--- src/logic/elr_pkg.sv ---
// Constants for the extended read command block: register map, fields,
// opcodes and timing. Shared by the command block and its counter.
package elr_pkg;
   // APB byte offsets, one aligned word per register
   localparam logic [7:0] OFS_FEAT_CUR  = 8'h00;
   localparam logic [7:0] OFS_FEAT_PREV = 8'h04;
   localparam logic [7:0] OFS_CNT_CUR   = 8'h08;
   localparam logic [7:0] OFS_CNT_PREV  = 8'h0C;
   localparam logic [7:0] OFS_SECNUM    = 8'h10;
   localparam logic [7:0] OFS_CYLLO     = 8'h14;
   localparam logic [7:0] OFS_CYLHI     = 8'h18;
   localparam logic [7:0] OFS_SECNUM_P  = 8'h1C;
   localparam logic [7:0] OFS_CYLLO_P   = 8'h20;
   localparam logic [7:0] OFS_CYLHI_P   = 8'h24;
   localparam logic [7:0] OFS_DEVHEAD   = 8'h28;
   localparam logic [7:0] OFS_CMD_STAT  = 8'h2C;
   localparam logic [7:0] OFS_ERROR     = 8'h30;
   localparam logic [7:0] OFS_CTRL      = 8'h34;
   localparam logic [7:0] OFS_IRQ_STAT  = 8'h38;
   localparam logic [7:0] OFS_IRQ_MASK  = 8'h3C;
   localparam logic [7:0] OFS_STRM_CFG  = 8'h40;

   // Opcodes
   localparam logic [7:0] CMD_READ_EXT    = 8'h24;
   localparam logic [7:0] CMD_READ_STREAM = 8'h2A;

   // Field positions
   localparam int CTRL_UPPER_SEL = 0;
   localparam int FEAT_CONT_RD   = 6;
   localparam int DEVHEAD_ONES   = 5;
   localparam logic [2:0] DEVHEAD_ONES_VAL = 3'h7;
   localparam int STAT_BUSY = 7;
   localparam int STAT_RDY  = 6;
   localparam int STAT_SE   = 5;
   localparam int STAT_DWE  = 4;
   localparam int STAT_DRQ  = 3;
   localparam int STAT_ERR  = 0;
   localparam int ERR_INTERFACE_CRC_FLAG  = 7;
   localparam int ERR_UNC   = 6;
   localparam int ERR_ADDRESS_NOT_FOUND_FLAG  = 4;
   localparam int ERR_ABORTED_COMMAND_FLAG  = 2;
   localparam int ERR_COMPLETION_TIMEOUT_FLAG  = 0;
   localparam logic [7:0] ERR_USED_MASK = 8'hD5;
   localparam int IRQ_DONE  = 0;
   localparam int IRQ_SERR  = 1;
   localparam int CFG_SID_LSB = 8;

   // Counts and reset values
   localparam logic [16:0] MAX_SECTORS = 17'h10000;
   localparam int          STREAM_IDS  = 8;
   localparam logic [7:0]  RST_BYTE    = 8'h00;
   localparam logic [31:0] RD_ZERO     = 32'h0000_0000;

   // Timing: completion limit is counted in microseconds
   localparam int CLK_PERIOD_NS = 10;
   localparam int US_NS         = 1000;
   localparam int US_CYCLES     = US_NS / CLK_PERIOD_NS;
   localparam int US_CNT_W      = 8;
   localparam int LIM_W         = 24;

   // Command sequencer, Gray coded along idle, transfer, ending
   typedef enum logic [1:0] {
      ST_IDLE = 2'b00,
      ST_XFER = 2'b01,
      ST_ENDS = 2'b11
   } elr_state_t;
endpackage

--- src/logic/elr_cmd.sv ---
// Extended read command block: task-file registers over APB, 48-bit
// address and 16-bit count decode, stream read with continuous mode.
// Assumes a sector mover that pulses sec_done per sector moved by DMA.
// Behaviour
// - Count bytes combine low current, high previous
// - Zero count means 65,536 sectors
// - Address bytes in place; first failing address back
// - Upper select picks high address bytes on read
// - Opcode 2Ah, device/head top bits ones
// - Stream read moves 1 to 65536 sectors
// - Continuous clear gives normal streaming mode
// - Continuous mode: full length, never error bit
// - Stream-error flag, status bit 5, on bad data
// - Continuous errors never abort; end with flag
// - Log crc, unc, not found, aborted kinds
// - Limit expiry stops command, sets timeout bit
// - Always attempt full length within the limit
// - Stream identifier selects configured settings
// - Limit is previous feature times time unit
//
// Decided for this implementation: the APB interface to the registers and the register addresses.
`timescale 1ns/100ps
module elr_cmd
   import elr_pkg::*;
#(
   parameter int COMPLETION_TIME_LIMIT_UNIT_US = 1       // Time unit of the completion limit
) (
   input  wire logic        clk_sys,    // System clock, 100 MHz
   input  wire logic        rst_b,      // Async reset, active low
   input  wire logic        psel,       // APB select
   input  wire logic        penable,    // APB enable
   input  wire logic        pwrite,     // APB write
   input  wire logic [7:0]  paddr,      // APB byte address
   input  wire logic [31:0] pwdata,     // APB write data
   output logic [31:0]      prdata,     // APB read data
   output logic             pready,     // APB ready
   output logic             pslverr,    // APB unmapped address
   input  wire logic        sec_done,   // Sector moved to host
   input  wire logic [3:0]  sec_err,    // Errors: crc, unc, address_not_found_flag, aborted_command_flag
   output logic             xfer_req,   // Sector mover run request
   output logic             xfer_cont,  // Continuous mode active
   output logic [47:0]      xfer_lba,   // Address of next sector
   output logic             irq         // Level interrupt
);
   typedef struct packed {
      elr_state_t                 state;
      logic [7:0]                 feat_cur;
      logic [7:0]                 feat_prev;
      logic [15:0]                cnt;
      logic [47:0]                lba;
      logic [7:0]                 devhead;
      logic                       upper_byte_select;
      logic                       stream_error_flag;
      logic                       err;
      logic [7:0]                 errlog;
      logic [1:0]                 irq_st;
      logic [1:0]                 irq_msk;
      logic [STREAM_IDS-1:0][7:0] sdef;
      logic [16:0]                rem;
      logic [47:0]                cur_lba;
      logic                       cont;
      logic                       use_lim;
      logic [31:0]                prdata;
      logic                       pready;
      logic                       pslverr;
      logic                       irq;
   } elr_st_t;

   elr_st_t s_q, s_d;

   logic           us_tick;
   logic           tmo;
   logic           start;
   logic [7:0]     lim_sel;
   logic [LIM_W-1:0] lim_us;
   logic [2:0]     sid;
   logic           wr_acc;
   logic           rd_set;
   logic [7:0]     status;
   logic           mapped;

   // Microsecond enable from the system clock
   elr_down_cnt #(.W(US_CNT_W)) u_us_div (
      .clk_sys  (clk_sys),
      .rst_b    (rst_b),
      .load     (s_q.state == ST_IDLE),
      .load_val (US_CNT_W'(US_CYCLES)),
      .auto_rl  (1'b1),
      .en       (1'b1),
      .expire   (us_tick)
   );

   // Completion limit countdown in microseconds
   elr_down_cnt #(.W(LIM_W)) u_limit (
      .clk_sys  (clk_sys),
      .rst_b    (rst_b),
      .load     (start),
      .load_val (lim_us),
      .auto_rl  (1'b0),
      .en       (us_tick),
      .expire   (tmo)
   );

   // Stream settings and the limit chosen for this command
   always_comb begin
      sid     = s_q.feat_cur[2:0];
      lim_sel = (s_q.feat_prev != RST_BYTE) ? s_q.feat_prev : s_q.sdef[sid];
      lim_us  = LIM_W'(lim_sel * COMPLETION_TIME_LIMIT_UNIT_US);
   end

   // Bus phases: zero-wait slave, ready rises in the access cycle
   assign wr_acc = psel && penable && pready && pwrite;
   assign rd_set = psel && !penable;
   assign start  = wr_acc && paddr == OFS_CMD_STAT && s_q.state == ST_IDLE
                   && (pwdata[7:0] == CMD_READ_EXT
                       || (pwdata[7:0] == CMD_READ_STREAM
                           && s_q.devhead[7:DEVHEAD_ONES] == DEVHEAD_ONES_VAL));

   // Status seen by the host; busy holds until the ending cycle is over
   always_comb begin
      status            = RST_BYTE;
      status[STAT_BUSY] = (s_q.state != ST_IDLE);
      status[STAT_RDY]  = 1'b1;
      status[STAT_SE]   = s_q.stream_error_flag;
      status[STAT_DWE]  = 1'b0;
      status[STAT_DRQ]  = (s_q.state == ST_XFER);
      status[STAT_ERR]  = s_q.err;
   end

   // Address decode; reserved offsets answer with an error
   always_comb begin
      mapped = 1'b1;
      if (paddr == OFS_FEAT_CUR || paddr == OFS_FEAT_PREV) begin
         mapped = 1'b1;
      end else if (paddr == OFS_CNT_CUR || paddr == OFS_CNT_PREV) begin
         mapped = 1'b1;
      end else if (paddr >= OFS_SECNUM && paddr <= OFS_STRM_CFG
                   && paddr[1:0] == 2'h0) begin
         mapped = 1'b1;
      end else begin
         mapped = 1'b0;
      end
   end

   // Next state of the whole block
   always_comb begin
      s_d         = s_q;
      s_d.pready  = rd_set;
      s_d.pslverr = rd_set && !mapped;
      s_d.prdata  = RD_ZERO;
      s_d.irq     = |(s_q.irq_st & s_q.irq_msk);

      // Readback, selected in the setup cycle
      if (rd_set && !pwrite) begin
         if (paddr == OFS_FEAT_CUR) begin
            s_d.prdata[7:0] = s_q.feat_cur;
         end else if (paddr == OFS_FEAT_PREV) begin
            s_d.prdata[7:0] = s_q.feat_prev;
         end else if (paddr == OFS_CNT_CUR) begin
            s_d.prdata[7:0] = s_q.upper_byte_select ? s_q.cnt[15:8] : s_q.cnt[7:0];
         end else if (paddr == OFS_SECNUM) begin
            s_d.prdata[7:0] = s_q.upper_byte_select ? s_q.lba[31:24] : s_q.lba[7:0];
         end else if (paddr == OFS_CYLLO) begin
            s_d.prdata[7:0] = s_q.upper_byte_select ? s_q.lba[39:32] : s_q.lba[15:8];
         end else if (paddr == OFS_CYLHI) begin
            s_d.prdata[7:0] = s_q.upper_byte_select ? s_q.lba[47:40] : s_q.lba[23:16];
         end else if (paddr == OFS_DEVHEAD) begin
            s_d.prdata[7:0] = s_q.devhead;
         end else if (paddr == OFS_CMD_STAT) begin
            s_d.prdata[7:0] = status;
         end else if (paddr == OFS_ERROR) begin
            s_d.prdata[7:0] = s_q.errlog & ERR_USED_MASK;
         end else if (paddr == OFS_CTRL) begin
            s_d.prdata[CTRL_UPPER_SEL] = s_q.upper_byte_select;
         end else if (paddr == OFS_IRQ_STAT) begin
            s_d.prdata[1:0] = s_q.irq_st;
         end else if (paddr == OFS_IRQ_MASK) begin
            s_d.prdata[1:0] = s_q.irq_msk;
         end else begin
            s_d.prdata = RD_ZERO;
         end
      end

      // Task-file writes; taken only while idle so a command keeps its inputs
      if (wr_acc && s_q.state == ST_IDLE) begin
         if (paddr == OFS_FEAT_CUR) begin
            s_d.feat_cur = pwdata[7:0];
         end else if (paddr == OFS_FEAT_PREV) begin
            s_d.feat_prev = pwdata[7:0];
         end else if (paddr == OFS_CNT_CUR) begin
            s_d.cnt[7:0] = pwdata[7:0];
         end else if (paddr == OFS_CNT_PREV) begin
            s_d.cnt[15:8] = pwdata[7:0];
         end else if (paddr == OFS_SECNUM) begin
            s_d.lba[7:0] = pwdata[7:0];
         end else if (paddr == OFS_CYLLO) begin
            s_d.lba[15:8] = pwdata[7:0];
         end else if (paddr == OFS_CYLHI) begin
            s_d.lba[23:16] = pwdata[7:0];
         end else if (paddr == OFS_SECNUM_P) begin
            s_d.lba[31:24] = pwdata[7:0];
         end else if (paddr == OFS_CYLLO_P) begin
            s_d.lba[39:32] = pwdata[7:0];
         end else if (paddr == OFS_CYLHI_P) begin
            s_d.lba[47:40] = pwdata[7:0];
         end else if (paddr == OFS_DEVHEAD) begin
            s_d.devhead = pwdata[7:0];
         end else if (paddr == OFS_STRM_CFG) begin
            s_d.sdef[pwdata[CFG_SID_LSB +: 3]] = pwdata[7:0];
         end
      end

      // Control and interrupt registers are writable at any time
      if (wr_acc) begin
         if (paddr == OFS_CTRL) begin
            s_d.upper_byte_select = pwdata[CTRL_UPPER_SEL];
         end else if (paddr == OFS_IRQ_STAT) begin
            s_d.irq_st = s_q.irq_st & ~pwdata[1:0];
         end else if (paddr == OFS_IRQ_MASK) begin
            s_d.irq_msk = pwdata[1:0];
         end
      end

      // Command sequencer
      case (s_q.state)
         ST_IDLE: begin
            if (start) begin
               s_d.rem = (s_q.cnt == 16'h0000) ? MAX_SECTORS
                                               : {1'b0, s_q.cnt};
               s_d.cur_lba = s_q.lba;
               s_d.cont    = (pwdata[7:0] == CMD_READ_STREAM)
                             && s_q.feat_cur[FEAT_CONT_RD];
               s_d.use_lim = (pwdata[7:0] == CMD_READ_STREAM) && lim_sel != RST_BYTE;
               s_d.errlog  = RST_BYTE;
               s_d.err     = 1'b0;
               s_d.stream_error_flag = 1'b0;
               s_d.state   = ST_XFER;
            end else if (wr_acc && paddr == OFS_CMD_STAT) begin
               // Unknown opcode or bad device/head: abort at once
               s_d.errlog           = RST_BYTE;
               s_d.errlog[ERR_ABORTED_COMMAND_FLAG] = 1'b1;
               s_d.err              = 1'b1;
               s_d.state            = ST_ENDS;
            end
         end
         ST_XFER: begin
            if (sec_done) begin
               s_d.cur_lba = s_q.cur_lba + 48'h1;
               s_d.rem     = s_q.rem - 17'h1;
               if (s_q.rem == 17'h1) begin
                  s_d.state = ST_ENDS;
               end
               if (sec_err != 4'h0) begin
                  s_d.errlog[ERR_INTERFACE_CRC_FLAG] = s_q.errlog[ERR_INTERFACE_CRC_FLAG] | sec_err[3];
                  s_d.errlog[ERR_UNC]  = s_q.errlog[ERR_UNC]  | sec_err[2];
                  s_d.errlog[ERR_ADDRESS_NOT_FOUND_FLAG] = s_q.errlog[ERR_ADDRESS_NOT_FOUND_FLAG] | sec_err[1];
                  s_d.errlog[ERR_ABORTED_COMMAND_FLAG] = s_q.errlog[ERR_ABORTED_COMMAND_FLAG] | sec_err[0];
                  if (s_q.cont) begin
                     s_d.stream_error_flag = 1'b1;
                  end else begin
                     // Stop at the failing sector and report where
                     s_d.lba   = s_q.cur_lba;
                     s_d.cnt   = s_q.rem[15:0];
                     s_d.err   = 1'b1;
                     s_d.state = ST_ENDS;
                  end
               end
            end
            // Expiry beats a sector finishing in the same cycle
            if (tmo && s_q.use_lim) begin
               s_d.errlog[ERR_COMPLETION_TIMEOUT_FLAG] = 1'b1;
               s_d.err   = !s_q.cont;
               s_d.stream_error_flag = s_q.cont || s_d.stream_error_flag;
               s_d.state = ST_ENDS;
            end
         end
         ST_ENDS: begin
            s_d.state = ST_IDLE;
            s_d.cont  = 1'b0;
         end
         default: begin
            s_d.state = ST_IDLE;
         end
      endcase

      // Sticky events; a set in the clearing cycle wins
      if (s_q.state == ST_ENDS) begin
         s_d.irq_st[IRQ_DONE] = 1'b1;
         s_d.irq_st[IRQ_SERR] = s_d.irq_st[IRQ_SERR] | s_q.stream_error_flag;
      end
   end

   always_ff @(posedge clk_sys or negedge rst_b) begin
      if (!rst_b) begin
         s_q <= '0;
      end else begin
         s_q <= s_d;
      end
   end

   // Outputs straight from flops; xfer_req is decoded from the state
   assign prdata    = s_q.prdata;
   assign pready    = s_q.pready;
   assign pslverr   = s_q.pslverr;
   assign irq       = s_q.irq;
   assign xfer_req  = (s_q.state == ST_XFER);
   assign xfer_cont = s_q.cont;
   assign xfer_lba  = s_q.cur_lba;

   // Checks
   a_zero_count_max: assert property (@(posedge clk_sys) disable iff (!rst_b)
      start && s_q.cnt == 16'h0000 |=> s_q.rem == 17'h10000)
      else $error("zero count did not load 65536");
   a_count_combine: assert property (@(posedge clk_sys) disable iff (!rst_b)
      start && s_q.cnt != 16'h0000 |=> s_q.rem == {1'b0, $past(s_q.cnt)})
      else $error("count bytes not combined");
   a_cont_no_err: assert property (@(posedge clk_sys) disable iff (!rst_b)
      s_q.state == ST_XFER && s_q.cont |=> !s_q.err)
      else $error("error bit set in continuous mode");
   a_cont_err_flag: assert property (@(posedge clk_sys) disable iff (!rst_b)
      s_q.state == ST_XFER && s_q.cont && sec_done && sec_err != 4'h0
      |=> s_q.stream_error_flag && s_q.errlog != 8'h00)
      else $error("stream error flag missing");
   a_cont_not_abort: assert property (@(posedge clk_sys) disable iff (!rst_b)
      s_q.state == ST_XFER && s_q.cont && sec_done && s_q.rem > 17'h1 && !tmo
      |=> s_q.state == ST_XFER)
      else $error("continuous read aborted on error");
   a_first_fail_lba: assert property (@(posedge clk_sys) disable iff (!rst_b)
      s_q.state == ST_XFER && !s_q.cont && sec_done && sec_err != 4'h0
      |=> s_q.lba == $past(s_q.cur_lba) ##1 s_q.state == ST_IDLE)
      else $error("failing address not reported");
   a_timeout_ends: assert property (@(posedge clk_sys) disable iff (!rst_b)
      s_q.state == ST_XFER && tmo && s_q.use_lim
      |=> s_q.errlog[ERR_COMPLETION_TIMEOUT_FLAG] ##1 !status[STAT_BUSY])
      else $error("timeout did not end command");
   a_upper_readback: assert property (@(posedge clk_sys) disable iff (!rst_b)
      rd_set && !pwrite && paddr == OFS_SECNUM
      |=> s_q.prdata[7:0] == ($past(s_q.upper_byte_select) ? $past(s_q.lba[31:24])
                                                          : $past(s_q.lba[7:0])))
      else $error("address byte readback wrong");
   a_error_zero_bits: assert property (@(posedge clk_sys) disable iff (!rst_b)
      (s_q.errlog & ~ERR_USED_MASK) == 8'h00)
      else $error("reserved error bits set");
   a_stream_devhead: assert property (@(posedge clk_sys) disable iff (!rst_b)
      wr_acc && paddr == OFS_CMD_STAT && s_q.state == ST_IDLE
      && pwdata[7:0] == CMD_READ_STREAM && s_q.devhead[7:5] != 3'h7
      |=> s_q.errlog[ERR_ABORTED_COMMAND_FLAG] && s_q.state == ST_ENDS)
      else $error("bad device/head not aborted");
endmodule

--- src/logic/elr_down_cnt.sv ---
// Loadable down counter with a registered expiry pulse.
// Assumes one clock; enable is a one-cycle qualifier from the caller.
`timescale 1ns/100ps
module elr_down_cnt
   import elr_pkg::*;
#(
   parameter int W = 8
) (
   input  wire logic         clk_sys,   // System clock
   input  wire logic         rst_b,     // Async reset, active low
   input  wire logic         load,      // Load start value
   input  wire logic [W-1:0] load_val,  // Start value
   input  wire logic         auto_rl,   // Reload on expiry
   input  wire logic         en,        // Count enable
   output logic              expire     // One-cycle expiry pulse
);
   typedef struct packed {
      logic [W-1:0] cnt;
      logic         exp;
   } elr_cnt_st_t;

   elr_cnt_st_t s_q, s_d;

   // Count down; stop at zero unless reloading as a divider
   always_comb begin
      s_d     = s_q;
      s_d.exp = 1'b0;
      if (load) begin
         s_d.cnt = load_val;
      end else if (en && s_q.cnt != '0) begin
         s_d.exp = (s_q.cnt == W'(1));
         s_d.cnt = (s_d.exp && auto_rl) ? load_val : s_q.cnt - W'(1);
      end
   end

   always_ff @(posedge clk_sys or negedge rst_b) begin
      if (!rst_b) begin
         s_q <= '0;
      end else begin
         s_q <= s_d;
      end
   end

   assign expire = s_q.exp;
endmodule

--- config.mk ---
export PLATFORM = sky130hd
export DESIGN_NAME = elr_cmd
export DESIGN_NICKNAME = d
export VERILOG_FILES = /design/src/logic/elr_pkg.sv /design/src/logic/elr_cmd.sv /design/src/logic/elr_down_cnt.sv
export SDC_FILE = /design/constraint.sdc
export NUM_CORES = 1
export LEC_CHECK = 0
export BUFFER_PORTS_ARGS = -buffer_cell sky130_fd_sc_hd__buf_2
export CAP_MARGIN = 10
export CELL_PAD_IN_SITES_DETAIL_PLACEMENT = 0
export CELL_PAD_IN_SITES_GLOBAL_PLACEMENT = 1
export CORE_UTILIZATION = 51
export DETAILED_ROUTE_END_ITERATION = 10
export PLACE_DENSITY_LB_ADDON = 0.25
export SETUP_SLACK_MARGIN = 0.15
export SLEW_MARGIN = 20
export SYNTH_ARGS = -nofsm -noshare
export SYNTH_HDL_FRONTEND = slang
export SYNTH_SLANG_ARGS = --single-unit
export TNS_END_PERCENT = 100
--- constraint.sdc ---
create_clock -name clk_sys -period 4.35 [get_ports clk_sys]
set_input_delay 0.2175 -clock clk_sys [delete_from_list [all_inputs] [get_ports clk_sys]]
set_output_delay 0.2175 -clock clk_sys [all_outputs]
set_load 0.1 [all_outputs]
==> results.toml <==
[worst_setup_path]
cp_slowest_cell = "buf_2"
cp-end-kind = "output pin"
worstPathArrival_ns = 2.91
cpPeakStageDelay_ns = 0.53
startpoint = "s_q[270]$_DFFE_PN0P_"
path_depth = 6
crit_fanout = 47
cp_num_buf_inv = 5
worstPathRequired_ns = 4.13
critPathTopFamily = "buffers and inverters"
crit_top_cell = "buf_4"
r2r_cells = 6
start_kind = "flop"
r2r_start = "xfer_lba[7]$_DFFE_PN0P_"
crit_type = "reg -> out"
path_cells = "buf_4 -> inv_1 -> nand2_2 -> clkinv_1 -> buf_4 -> buf_2"

[cts]
cts_hold_buf = 9
cts_tree = "yes"
clockRootBuffer = "clkbuf_16"
clkTransAtPathRegs_ns = 0.06
cts_max_level = 1
cts.sinks = 278
cts-buffers-inserted = 31
clk_latency_ns = 0.57
clock_path_buffers = 3
cts_resized = 0
post_cts_buffers = 0

[final_layout]
final_common_cell = "dfrtp_1"
drive_above_1_share_pct = 19.42
final_cell_mix = "278 x dfrtp_1, 168 x o21ai_0, 149 x nand2_1"
seqCellArea_sq_um = 6957
area_growth_pct = 9.159
n_fill_cell = 2697
multi_input_area_sq_um = 7724
final_net_count = 1686
final_cell_count_no_fill = 2044

[outcome]
status = "finished, final reports clean"

[worst_hold_path]
min_from = "psel"
hp-class = "in -> reg"
hold-path-cell-count = 3

[grt]
grt_max_degree = 129
grt_antenna_before_repair = 2
grt_pass1_wl_um = 72610
grt.overflow.total = 0
grt_util_all_layers_pct = 29.92
grt_pass1_vias = 12460

[timing]
min_period_over_period_pct = 71.82
fin_setup_tns_ns = 0
tightestPinTransition_ns = 1.119
slew_violations = 0
clock.fmax_ghz = 0.3201
setup_viol = 0
fin_worst_skew_ns = 0.01332
hold_violations = 0
maxSlewHeadroom_pct = 25.09
rsz0062_at_grt = "no"
fin_crit_ns = 3.124

[floorplanning]
io_pins = 135
die_w_um = 177.4
fp.dieH_um = 177.4
placeableCoreArea_sq_um = 29950
rows = 63
initial_utilization_pct = 52.36
dieArea_sq_um = 31460

[power]
vdd_drop_max_mv = 0.3008
p_leak_uw = 0.007414
powerDensity_nw_per_um2 = 353.1

[routing]
first_iter_violations = 1188
remaining_drc_errors = 0
avgViaCountPerCell = 6.287
routed_wl_um = 46230
ant_nets = 0
firstDrtPassIters = 7
vias = 12850
wire_per_inst_um = 22.62

[yosys]
synth_top_area_share_pct = 44.36
synthArstFlopShare_pct = 100.0
syn_area_per_cell_sq_um = 9.640
ys_seq_elements = 278
syn_inst = 1627
yosysSeqAreaShare_pct = 44.36
synth_edf_count = 0
synth_top_cell_by_area = "dfrtp_1"
yosysUniqueCellTypes = 78
yosysWarnings = 0
netlist_area_sq_um = 15680
yosys-top-cells-area = "dfrtp_1 44%, mux2_2 7.5%, mux2i_1 6.6%"
ys.flop_type = "dfrtp_1"

[placement]
dpl.cell_count = 1976
io_buffers = 89
hpwl_um = 30850
gp_congestion = 0.9011

[flow_run]
drv_cap = 0
==> synth_stat cells (all sizes together), types with 8 or more instances <==
library cell / instances
nor2b: 10
o22ai: 18
mux4: 9
a22oi: 14
nand2b: 14
dfrtp: 278
clkbuf: 79
mux2: 106
and3: 12
nor4: 33
xnor2: 24
or3: 11
or4: 9
a32oi: 9
nand2: 150
a211oi: 13
ha: 8
mux2i: 103
a31oi: 22
nor2: 98
nand4: 13
buf: 105
o21ai: 168
a221oi: 10
nand3: 36
inv: 26
nor3: 41
a21oi: 113
==> worst min-delay path, stage by stage <==
cell and delay (ns):
buf_2 0.10, nor2b_1 0.14, nor2b_1 0.12
==> sequential cells by signal, summed over array words and instances (netlist names) <==
name / count
irq: 1
prdata: 8
pready: 1
pslverr: 1
s_q: 184
u_limit.expire: 1
u_limit.s_q: 24
u_us_div.expire: 1
u_us_div.s_q: 8
xfer_cont: 1
xfer_lba: 48
==> worst paths after layout <==
check | end | slack [ns]
min in group asynchronous | xfer_lba[41]$_DFFE_PN0P_ | 0.24
max | xfer_req | 1.23
max reg2reg | xfer_lba[46]$_DFFE_PN0P_ | 1.23
max in group asynchronous | prdata[0]$_DFF_PN0_ | 2.94
min reg2reg | s_q[252]$_DFF_PN0_ | 0.50
min | pslverr$_DFF_PN0_ | 0.06
==> kinds of logic (layout without fill, tap and decap cells) <==
group                      count (synthesis)  in the layout  share of synthesized area (%)
buffers and inverters                    210            213                          7.124
and+or+nand+nor                          467            467                          15.13
DFF                                      278            278                          44.36
muxes                                    218            218                          15.48
adders and majority gates                  8              8                         0.6382
xor gates and xnor gates                  26             26                          1.452
AOI/OAI and AO/OA                        419            419                          15.80
other                                      1             25                        0.02391
==> per-layer routing <==
layer	part of all wire, %	GRT usage [%]	up-vias	routed length (um)
met2	45	45.83	507	20850
met5	0.017	0	-	8
met4	2.7	8.974	2	1264
met1	45	43.42	6417	20690
li1	-	-	5841	-
met3	7.4	4.906	84	3424
==> area by class of cell <==
cell class / instances / share of cell area [%]
clock inverters: 16 / 0.8258
inverters: 26 / 0.5700
diodes: 1 / 0.01462
flip-flops and latches: 278 / 40.63
multi-input cells: 1162 / 45.11
repair buffers: 129 / 4.692
clock buffers: 42 / 5.299
well taps: 390 / 2.850
==> power by group <==
part           switching (uW)  internal [uW]
Sequential               76.9           2640
Combinational             540            103
Clock                    1120           1570
Total                    1730           4310
==> per-stage QoR <==
step	hold WS, ns	power [uW]	util [%]	setup WS (ns)	area (sq um)
floorplan	-0.07809	3265	-	1.220	15770
global placement	0.2750	3387	53.35	1.430	15980
detailed placement	0.2796	3392	53.35	1.317	15980
CTS	0.03755	6067	57.15	1.285	17120
global route	0.05226	6216	57.16	1.014	17120
finish	0.05607	6046	57.16	1.226	17120
(Power assumes the default switching activity.)
